## config.mk

```make
export PLATFORM = sky130hd
export DESIGN_NAME = uid_irq_dma
export DESIGN_NICKNAME = d
export VERILOG_FILES = /design/src/rtl/uid_pkg.sv /design/src/rtl/uid_irq_dma.sv
export SDC_FILE = /design/constraint.sdc
export NUM_CORES = 1
export LEC_CHECK = 0
export BUFFER_PORTS_ARGS = -buffer_cell sky130_fd_sc_hd__buf_2
export CAP_MARGIN = 10
export CORE_ASPECT_RATIO = 1.2
export CORE_MARGIN = 2
export CORE_UTILIZATION = 48
export CTS_CLUSTER_DIAMETER = 100
export DETAILED_ROUTE_END_ITERATION = 6
export HOLD_SLACK_MARGIN = 0.08
export PLACE_DENSITY = 0.91
export SLEW_MARGIN = 20
export SYNTH_ARGS = -nofsm -noshare
export SYNTH_HDL_FRONTEND = slang
export SYNTH_SLANG_ARGS = --single-unit
```

## constraint.sdc

```tcl
create_clock -name clock -period 2.16 [get_ports clock]
set_input_delay 0.432 -clock clock [delete_from_list [all_inputs] [get_ports clock]]
set_output_delay 0.432 -clock clock [all_outputs]
set_load 0.1 [all_outputs]
```

## src/rtl/uid_pkg.sv

```systemverilog
/*
  Shared constants for the serial channel interrupt and DMA signalling block.
  Assumes a 32-bit AXI4-Lite register bus and a 16-deep transmit and receive queue.
*/
package uid_pkg;
  // ----------------------------------------------------------------------
  // Register byte offsets
  // ----------------------------------------------------------------------
  localparam logic [7:0] OFS_IDENT   = 8'h00;  // Read: identification, write: FIFO control.
  localparam logic [7:0] OFS_ENABLE  = 8'h04;  // Interrupt enable.
  localparam logic [7:0] OFS_STATUS  = 8'h08;  // Control and pending readback.
  // ----------------------------------------------------------------------
  // FIFO control field positions
  // ----------------------------------------------------------------------
  localparam int FC_FIFO_EN   = 0;
  localparam int FC_RX_CLR    = 1;
  localparam int FC_TX_CLR    = 2;
  localparam int FC_DMA_SEL   = 3;
  localparam int FC_TRIG_LO   = 6;
  localparam int FC_TRIG_HI   = 7;
  // ----------------------------------------------------------------------
  // Interrupt enable field positions, enable and trigger reset values
  // ----------------------------------------------------------------------
  localparam int IE_RX_DATA   = 0;
  localparam int IE_TX_EMPTY  = 1;
  localparam int IE_LINE      = 2;
  localparam int IE_MODEM     = 3;
  localparam logic [3:0] IE_RESET    = 4'h0;
  localparam logic [1:0] TRIG_RESET  = 2'h0;
  // ----------------------------------------------------------------------
  // Identification codes, bits 3..0
  // ----------------------------------------------------------------------
  localparam logic [3:0] ID_NONE     = 4'h1;
  localparam logic [3:0] ID_LINE     = 4'h6;
  localparam logic [3:0] ID_RX_DATA  = 4'h4;
  localparam logic [3:0] ID_TIMEOUT  = 4'hC;
  localparam logic [3:0] ID_TX_EMPTY = 4'h2;
  localparam logic [3:0] ID_MODEM    = 4'h0;
  // ----------------------------------------------------------------------
  // Queue sizes, trigger levels and timing
  // ----------------------------------------------------------------------
  localparam logic [4:0] QUEUE_DEPTH = 5'h10;
  localparam logic [4:0] TRIG_L0     = 5'h01;
  localparam logic [4:0] TRIG_L1     = 5'h04;
  localparam logic [4:0] TRIG_L2     = 5'h08;
  localparam logic [4:0] TRIG_L3     = 5'h0E;
  localparam logic [2:0] TIMEOUT_CHARS = 3'h4;  // Character times without activity.
  // ----------------------------------------------------------------------
  // AXI responses
  // ----------------------------------------------------------------------
  localparam logic [1:0] RESP_OKAY   = 2'h0;
  localparam logic [1:0] RESP_SLVERR = 2'h2;
endpackage : uid_pkg

```

## src/rtl/uid_irq_dma.sv

```systemverilog
/*
  Interrupt prioritisation, identification and DMA request signalling for one
  serial channel, with an AXI4-Lite register slave.
  Assumes the queue counts, event pulses and access strobes come from logic on
  the same clock, so none of them is synchronised here.
*/
// Local design decisions: the address map and the AXI4-Lite slave port.
// Overview of operation
// - DMA mode one: receive request at trigger/timeout.
// - Mode one receive request holds until queue empty.
// - Mode zero: transmit request while transmit side empty.
// - Mode zero transmit request drops on first write.
// - Mode one transmit request: empty on, full off.
// - FIFO control bits four, five are ignored.
// - Upper control bits pick 1/4/8/14 trigger.
// - Priority: line, receive data, transmit, modem.
// - Identification frozen during read, events still caught.
// - Identification bit zero low when pending.
// - Bit three marks timeout, FIFO mode only.
// - Bits four, five zero; six, seven show FIFO.
// - Line status: error sets, line read clears.
// - Receive data: level set, drops below trigger.
// - Timeout: four idle character times, buffer read clears.
// - Transmit empty cleared by identification read or write.
// - Modem status: changes set, status read clears.
// - Disabled sources hidden from identification and output.
// - Enable bits: receive, transmit, line, modem.
// - Enable bits four to seven read zero.
// - Control bits take effect only with bit zero.
// - Mode zero receive request while any character held.
`timescale 1ns/1ps
`default_nettype none
module uid_irq_dma
  import uid_pkg::*;
(
  // Clock and reset
  input  wire logic        clock,
  input  wire logic        rstn,
  // AXI4-Lite slave
  input  wire logic [7:0]  awaddr,
  input  wire logic        awvalid,
  output var  logic        awready,
  input  wire logic [31:0] wdata,
  input  wire logic [3:0]  wstrb,
  input  wire logic        wvalid,
  output var  logic        wready,
  output var  logic [1:0]  bresp,
  output var  logic        bvalid,
  input  wire logic        bready,
  input  wire logic [7:0]  araddr,
  input  wire logic        arvalid,
  output var  logic        arready,
  output var  logic [31:0] rdata,
  output var  logic [1:0]  rresp,
  output var  logic        rvalid,
  input  wire logic        rready,
  // Queue state from the data path
  input  wire logic [4:0]  rxCount,
  input  wire logic [4:0]  txCount,
  input  wire logic        charTick,
  // Event and access pulses from the data path
  input  wire logic        lineErrorEvent,
  input  wire logic        modemChangeEvent,
  input  wire logic        lineStatusRead,
  input  wire logic        modemStatusRead,
  input  wire logic        rxBufferRead,
  input  wire logic        txHoldWrite,
  // Outputs
  output var  logic        interruptOut,
  output var  logic        rxDmaRequestN,
  output var  logic        txDmaRequestN,
  output var  logic        fifoEnableOut,
  output var  logic        rxQueueClear,
  output var  logic        txQueueClear
);
  import uid_pkg::*;

  // ----------------------------------------------------------------------
  // Helpers
  // ----------------------------------------------------------------------
  // Receive trigger threshold from the two selector bits.
  function automatic logic [4:0] triggerLevel(input logic [1:0] sel);
    unique case (sel)
      2'h0: triggerLevel = TRIG_L0;
      2'h1: triggerLevel = TRIG_L1;
      2'h2: triggerLevel = TRIG_L2;
      2'h3: triggerLevel = TRIG_L3;
    endcase
  endfunction : triggerLevel

  // ----------------------------------------------------------------------
  // Register bus
  // ----------------------------------------------------------------------
  logic [7:0]  awAddr_q;
  logic        awHave_q;
  logic [31:0] wData_q;
  logic        wLane0_q;
  logic        wHave_q;
  logic        doWrite;
  logic        doRead;
  logic [3:0]  ier_q;
  logic        fifoEn_q;
  logic        dmaSel_q;
  logic [1:0]  trigSel_q;
  logic [3:0]  idCode;
  logic [3:0]  idShown_q;
  logic        linePend_q;
  logic        modemPend_q;
  logic        thrPend_q;
  logic        toPend_q;

  assign doWrite = awHave_q && wHave_q && !bvalid;
  assign doRead  = arvalid && arready;

  // Address and data are captured separately so either may arrive first.
  always_ff @(posedge clock or negedge rstn) begin
    if (!rstn) begin
      awHave_q <= 1'b0;
      awAddr_q <= 8'h00;
      awready  <= 1'b1;
    end else if (awvalid && awready) begin
      awHave_q <= 1'b1;
      awAddr_q <= awaddr;
      awready  <= 1'b0;
    end else if (doWrite) begin
      awHave_q <= 1'b0;
      awready  <= 1'b1;
    end
  end

  always_ff @(posedge clock or negedge rstn) begin
    if (!rstn) begin
      wHave_q  <= 1'b0;
      wData_q  <= 32'h0000_0000;
      wLane0_q <= 1'b0;
      wready   <= 1'b1;
    end else if (wvalid && wready) begin
      wHave_q  <= 1'b1;
      wData_q  <= wdata;
      wLane0_q <= wstrb[0];
      wready   <= 1'b0;
    end else if (doWrite) begin
      wHave_q <= 1'b0;
      wready  <= 1'b1;
    end
  end

  // Write response; unmapped offsets answer with a slave error.
  always_ff @(posedge clock or negedge rstn) begin
    if (!rstn) begin
      bvalid <= 1'b0;
      bresp  <= RESP_OKAY;
    end else if (doWrite) begin
      bvalid <= 1'b1;
      bresp  <= (awAddr_q == OFS_IDENT || awAddr_q == OFS_ENABLE ||
                 awAddr_q == OFS_STATUS) ? RESP_OKAY : RESP_SLVERR;
    end else if (bready) begin
      bvalid <= 1'b0;
    end
  end

  // Interrupt enable; only the low four bits exist.
  always_ff @(posedge clock or negedge rstn) begin
    if (!rstn) begin
      ier_q <= IE_RESET;
    end else if (doWrite && wLane0_q && awAddr_q == OFS_ENABLE) begin
      ier_q <= wData_q[3:0];
    end
  end

  // FIFO control. With bit zero low, the other fields are not programmed.
  always_ff @(posedge clock or negedge rstn) begin
    if (!rstn) begin
      fifoEn_q  <= 1'b0;
      dmaSel_q  <= 1'b0;
      trigSel_q <= TRIG_RESET;
    end else if (doWrite && wLane0_q && awAddr_q == OFS_IDENT) begin
      fifoEn_q <= wData_q[FC_FIFO_EN];
      if (wData_q[FC_FIFO_EN]) begin
        dmaSel_q  <= wData_q[FC_DMA_SEL];
        trigSel_q <= {wData_q[FC_TRIG_HI], wData_q[FC_TRIG_LO]};
      end
      // Bits four and five have no destination at all.
    end
  end

  // Queue clear pulses: on explicit request or when FIFO mode toggles.
  always_ff @(posedge clock or negedge rstn) begin
    if (!rstn) begin
      rxQueueClear <= 1'b0;
      txQueueClear <= 1'b0;
    end else if (doWrite && wLane0_q && awAddr_q == OFS_IDENT) begin
      rxQueueClear <= (wData_q[FC_FIFO_EN] & wData_q[FC_RX_CLR]) |
                      (wData_q[FC_FIFO_EN] ^ fifoEn_q);
      txQueueClear <= (wData_q[FC_FIFO_EN] & wData_q[FC_TX_CLR]) |
                      (wData_q[FC_FIFO_EN] ^ fifoEn_q);
    end else begin
      rxQueueClear <= 1'b0;
      txQueueClear <= 1'b0;
    end
  end

  // Read channel. The identification byte is taken from the held copy at
  // the handshake, so it cannot shift while the access is in progress.
  always_ff @(posedge clock or negedge rstn) begin
    if (!rstn) begin
      rvalid  <= 1'b0;
      arready <= 1'b1;
      rdata   <= 32'h0000_0000;
      rresp   <= RESP_OKAY;
    end else if (doRead) begin
      rvalid  <= 1'b1;
      arready <= 1'b0;
      rresp   <= RESP_OKAY;
      unique case (araddr)
        OFS_IDENT:  rdata <= {24'h00_0000, fifoEn_q, fifoEn_q, 2'h0, idShown_q};
        OFS_ENABLE: rdata <= {28'h000_0000, ier_q};
        OFS_STATUS: rdata <= {16'h0000, 4'h0, linePend_q, toPend_q, thrPend_q,
                              modemPend_q, trigSel_q, 2'h0, dmaSel_q, 2'h0, fifoEn_q};
        default: begin
          rdata <= 32'h0000_0000;
          rresp <= RESP_SLVERR;
        end
      endcase
    end else if (rvalid && rready) begin
      rvalid  <= 1'b0;
      arready <= 1'b1;
    end
  end

  // ----------------------------------------------------------------------
  // Interrupt sources
  // ----------------------------------------------------------------------
  logic       idRead;
  logic       rxAtTrigger;
  logic       rxDataLevel;
  logic [4:0] rxPrev_q;
  logic [2:0] idleChars_q;
  logic       txEmpty;
  logic       txEmptyPrev_q;

  assign idRead      = doRead && araddr == OFS_IDENT;
  assign rxAtTrigger = rxCount >= triggerLevel(trigSel_q);
  assign rxDataLevel = fifoEn_q ? rxAtTrigger : (rxCount != 5'h00);
  assign txEmpty     = txCount == 5'h00;

  // Sticky error flags: a new event in the clearing cycle wins.
  always_ff @(posedge clock or negedge rstn) begin
    if (!rstn) begin
      linePend_q <= 1'b0;
    end else if (lineErrorEvent) begin
      linePend_q <= 1'b1;
    end else if (lineStatusRead) begin
      linePend_q <= 1'b0;
    end
  end

  always_ff @(posedge clock or negedge rstn) begin
    if (!rstn) begin
      modemPend_q <= 1'b0;
    end else if (modemChangeEvent) begin
      modemPend_q <= 1'b1;
    end else if (modemStatusRead) begin
      modemPend_q <= 1'b0;
    end
  end

  // Transmit empty raised on the empty edge; cleared by a write or by an
  // identification read that reports it.
  always_ff @(posedge clock or negedge rstn) begin
    if (!rstn) begin
      txEmptyPrev_q <= 1'b1;
      thrPend_q     <= 1'b0;
    end else begin
      txEmptyPrev_q <= txEmpty;
      if (txEmpty && !txEmptyPrev_q) begin
        thrPend_q <= 1'b1;
      end else if (txHoldWrite || (idRead && idShown_q == ID_TX_EMPTY)) begin
        thrPend_q <= 1'b0;
      end
    end
  end

  // Idle character counter for the receive timeout.
  always_ff @(posedge clock or negedge rstn) begin
    if (!rstn) begin
      rxPrev_q    <= 5'h00;
      idleChars_q <= 3'h0;
      toPend_q    <= 1'b0;
    end else begin
      rxPrev_q <= rxCount;
      if (rxCount == 5'h00 || rxCount != rxPrev_q || rxBufferRead) begin
        idleChars_q <= 3'h0;
        if (rxBufferRead || rxCount == 5'h00) begin
          toPend_q <= 1'b0;
        end
      end else if (charTick && idleChars_q != TIMEOUT_CHARS) begin
        idleChars_q <= idleChars_q + 3'h1;
        if (idleChars_q + 3'h1 == TIMEOUT_CHARS) begin
          toPend_q <= fifoEn_q;
        end
      end
    end
  end

  // ----------------------------------------------------------------------
  // Prioritisation and identification
  // ----------------------------------------------------------------------
  logic lineAct;
  logic dataAct;
  logic toAct;
  logic thrAct;
  logic modemAct;

  // Masked sources; the status flags above keep running regardless.
  assign lineAct  = ier_q[IE_LINE] & linePend_q;
  assign dataAct  = ier_q[IE_RX_DATA] & rxDataLevel;
  assign toAct    = ier_q[IE_RX_DATA] & toPend_q & fifoEn_q;
  assign thrAct   = ier_q[IE_TX_EMPTY] & thrPend_q;
  assign modemAct = ier_q[IE_MODEM] & modemPend_q;

  // Fixed priority; timeout shares second level and is reported first.
  always_comb begin
    if (lineAct) begin
      idCode = ID_LINE;
    end else if (toAct) begin
      idCode = ID_TIMEOUT;
    end else if (dataAct) begin
      idCode = ID_RX_DATA;
    end else if (thrAct) begin
      idCode = ID_TX_EMPTY;
    end else if (modemAct) begin
      idCode = ID_MODEM;
    end else begin
      idCode = ID_NONE;
    end
  end

  // Held copy of the code; it is not updated in the read handshake cycle.
  always_ff @(posedge clock or negedge rstn) begin
    if (!rstn) begin
      idShown_q <= ID_NONE;
    end else if (!idRead) begin
      idShown_q <= idCode;
    end
  end

  // Interrupt line, a registered level.
  always_ff @(posedge clock or negedge rstn) begin
    if (!rstn) begin
      interruptOut <= 1'b0;
    end else begin
      interruptOut <= idCode != ID_NONE;
    end
  end

  // ----------------------------------------------------------------------
  // DMA request pins
  // ----------------------------------------------------------------------
  logic dmaMode;
  assign dmaMode = fifoEn_q & dmaSel_q;

  // Receive request, active low. Mode one latches until the queue drains.
  always_ff @(posedge clock or negedge rstn) begin
    if (!rstn) begin
      rxDmaRequestN <= 1'b1;
    end else if (!dmaMode) begin
      rxDmaRequestN <= rxCount == 5'h00;
    end else if (rxCount == 5'h00) begin
      rxDmaRequestN <= 1'b1;
    end else if (rxAtTrigger || toPend_q) begin
      rxDmaRequestN <= 1'b0;
    end
  end

  // Transmit request, active low. Mode one releases only on a full queue,
  // which lets a DMA burst refill the whole queue in one go.
  always_ff @(posedge clock or negedge rstn) begin
    if (!rstn) begin
      txDmaRequestN <= 1'b1;
    end else if (!dmaMode) begin
      txDmaRequestN <= !txEmpty;
    end else if (txEmpty) begin
      txDmaRequestN <= 1'b0;
    end else if (txCount == QUEUE_DEPTH) begin
      txDmaRequestN <= 1'b1;
    end
  end

  always_ff @(posedge clock or negedge rstn) begin
    if (!rstn) begin
      fifoEnableOut <= 1'b0;
    end else begin
      fifoEnableOut <= fifoEn_q;
    end
  end
endmodule : uid_irq_dma
`default_nettype wire

```

==> out/qor.csv <==
metric,value,unit
internal power,2.34,mW
leakage power,1.83,nW
CP Cell Sequence,inv_1 -> ha_1 -> a21o_1 -> a211o_1 -> o311a_1 -> nand3b_1,
CP peak stage delay,0.41,ns
worst-margin pin slew,0.583,ns
sequential power share,43.6,%
met3 Track Usage GR,6.06,%
Crit path max-delay family,compound AO/OA/AOI/OAI gates,
Worst Setup Path Type,reg -> reg,
worst relative slew slack,60.8,%
share of layout cells above drive strength 1,35.3,%
Synth Warn #,0,
WL final,5830,µm
H-tree depth,3,
final worst path period need,1.92,ns
port bufs,69,
Setup Skew,0.00590,ns
DR iter-0 viols,204,
diode count,0,
die area,7020,µm²
Max Cap Violations,0,
Tot Pwr,3.87,mW
setup TNS,0,ns
Post-synth top flop,dfrtp_1,
CP max FO,5,
reg2reg path depth,6,
die height,91.4,µm
Hold Path Class,in -> async,
Final WS setup,0.240,ns
crit path buf inv count,1,
Switching Fraction,39.5,%
RSZ-0062 raised after global routing,no,
Pins Over Slew Limit,0,
Hold Fails Final Rpt,0,
Worst EP required,2.38,ns
reg2reg start,trigSel_q[0]$_DFFE_PN0P_,
CTS buffer count,9,
Top Ports,123,
initial core utilization,50.1,%
"commonest non-fill, non-tap cell in the layout",buf_2,
Syn Area/Cell,11.5,µm²
num rows,31,
Comb power frac,30.4,%
sequential fraction of the synthesis area,53.6,%
hold_buf cts,0,
area of placed instances,3410,µm²
Power Dens Cells,1070,nW/µm²
flop2flop setup slack,0.24,ns
vias in the first global route,2132,
Placer Congestion,0.790,
final core utilization,59.2,%
worst skew pair latency,0.34,ns
Yosys cell types,48,
fmax,521,MHz
Root Buffer,clkbuf_8,
GRT met1 Usage,19.5,%
most frequent cells in the layout,"buf_2 (69), dfrtp_1 (58), conb_1 (24), nand2_1 (21), mux2_2 (19)",
"antenna viol nets, final",0,
final setup vio count,0,
VDD IR max,0.00105,V
Post-Synthesis Cells,265,
synthesized flop and latch total,65,
Critical Path AT,2.14,ns
Post-synth EDFFs,0,
average vias per placed instance,5.02,
DR WL/cell,13.6,µm
GRT Max-Usage Layer,met2,
fillers,500,
Final HPWL DP,4290,µm
Syn Std Cell Area,3050,µm²
CP endpoint kind,flip-flop,
Die X,76.8,µm
Final Instance Area,3600,µm²
routed vias,2149,
Startpoint Class,flip-flop,
cts repair resizes,0,
"Async S/R FF share, synth",100,%
DR pass1 iterations,4,
initial antenna violation count,0,
Clock power frac,26.0,%
CTS tree,done,
NetSw,1.53,mW
met2 GRT Util,29.8,%
Max Root-Sink Buffers,2,
# DRC,0,
clk sinks,65,
outcome,"finished, final reports clean",
Overflow after GRT,0,
Final Cycle Share,88.9,%
Std-Cell Core Area,6090,µm²
overall routing resource usage,17.4,%
Area Overhead vs Synth,18.0,%
postcts setup bufs,0,
first-pass GRT wire length,9560,µm
clk slew on worst S/H paths,0.08,ns
Final nets,424,
r2r endpoint,interruptOut$_DFF_PN0_,
largest net degree at the start of global routing,66,
"Slowest-stage cell, CP",dfrtp_1,
Setup WS pre-CTS,0.115,ns
[metal layers]
| layer | up-vias | part of all wire (%) |
|---|---|---|
| li1 | 1026 | - |
| met1 | 1023 | 39 |
| met2 | 90 | 52 |
| met3 | 10 | 7.7 |
| met4 | 0 | 1.3 |
| met5 | - | 0 |
[power groups by stage]
stage / clock, mW / combinational, mW / sequential [mW]
finish: 1.01 / 1.17 / 1.69
global route: 1.08 / 1.24 / 1.72
CTS: 1.02 / 1.18 / 1.69
detailed placement: 0 / 1.17 / 1.71
global placement: 0 / 1.14 / 1.68
floorplan: 0 / 0.623 / 2.05
[registers in the layout, summed over array words and instances (netlist names), 2 cells and up]
signal       cells
rxPrev_q         5
rdata           10
wData_q          6
ier_q            4
trigSel_q        2
idleChars_q      3
awAddr_q         8
idShown_q        4
[worst max-delay path by stage]
stage | end | slack, ns | from | cells after the start
2_1_floorplan | ier_q[0]$_DFFE_PN0P_ | 0.06 | bvalid$_DFFE_PN0P_ | 6
3_3_place_gp | interruptOut$_DFF_PN0_ | 0.15 | rxCount[2] | 6
3_5_place_dp | interruptOut$_DFF_PN0_ | 0.11 | rxCount[2] | 6
4_1_cts | interruptOut$_DFF_PN0_ | 0.23 | trigSel_q[0]$_DFFE_PN0P_ | 6
5_1_grt | idShown_q[1]$_DFFE_PN0N_ | 0.16 | trigSel_q[0]$_DFFE_PN0P_ | 6
6_report | interruptOut$_DFF_PN0_ | 0.24 | trigSel_q[0]$_DFFE_PN0P_ | 6
[cell type report]
cell class / count / area, µm² / area share (%)
sequential: 65 / 1640 / 45.4
multi-input combinational: 176 / 1230 / 34.1
timing repair buffer: 71 / 373 / 10.4
clock buffer: 9 / 124 / 3.44
tap: 82 / 103 / 2.85
clock inverter: 7 / 71.3 / 1.98
inverter: 18 / 67.6 / 1.88
[synth_stat cells (all sizes together) (2+ instances only)]
cell type  number  area (µm²)
a21o            4        30.0
a21oi           5        25.0
a221o           2        20.0
a22o            4        35.0
and2            2        12.5
and3b           2        17.5
buf            26         196
clkbuf          3        11.3
dfrtp          58        1450
dfstp           7         184
ha              7        87.6
inv            18        67.6
mux2           23         274
mux2i           7        70.1
nand2          21        78.8
nand2b          2        12.5
nand3           7        35.0
nand4           5        43.8
nor2           16        60.1
nor2b           2        12.5
nor3            3        15.0
nor4            5        52.6
o21a            4        30.0
o21ai          10        50.1
xor2            5        43.8
[stage by stage]
step | std cells | hold slack (ns)
6_report | 428 | 0.0827
5_1_grt | 428 | 0.114
4_1_cts | 428 | 0.0974
3_5_place_dp | 412 | 0.467
3_3_place_gp | 412 | 0.457
2_1_floorplan | 288 | 0.136
[kinds of logic after synthesis]
logic type / after synthesis / share of synthesized area, %
XOR/XNOR: 6 / 1.72
other: 1 / 0.123
AO/OA/AOI/OAI: 40 / 9.14
multiplexers: 30 / 11.3
AND/OR/NAND/NOR: 69 / 12.3
flip-flops: 65 / 53.6
buffers and inverters: 47 / 9.02
adder cells (fa/ha/maj): 7 / 2.87
Note: power is estimated with default switching activity, not from simulation.
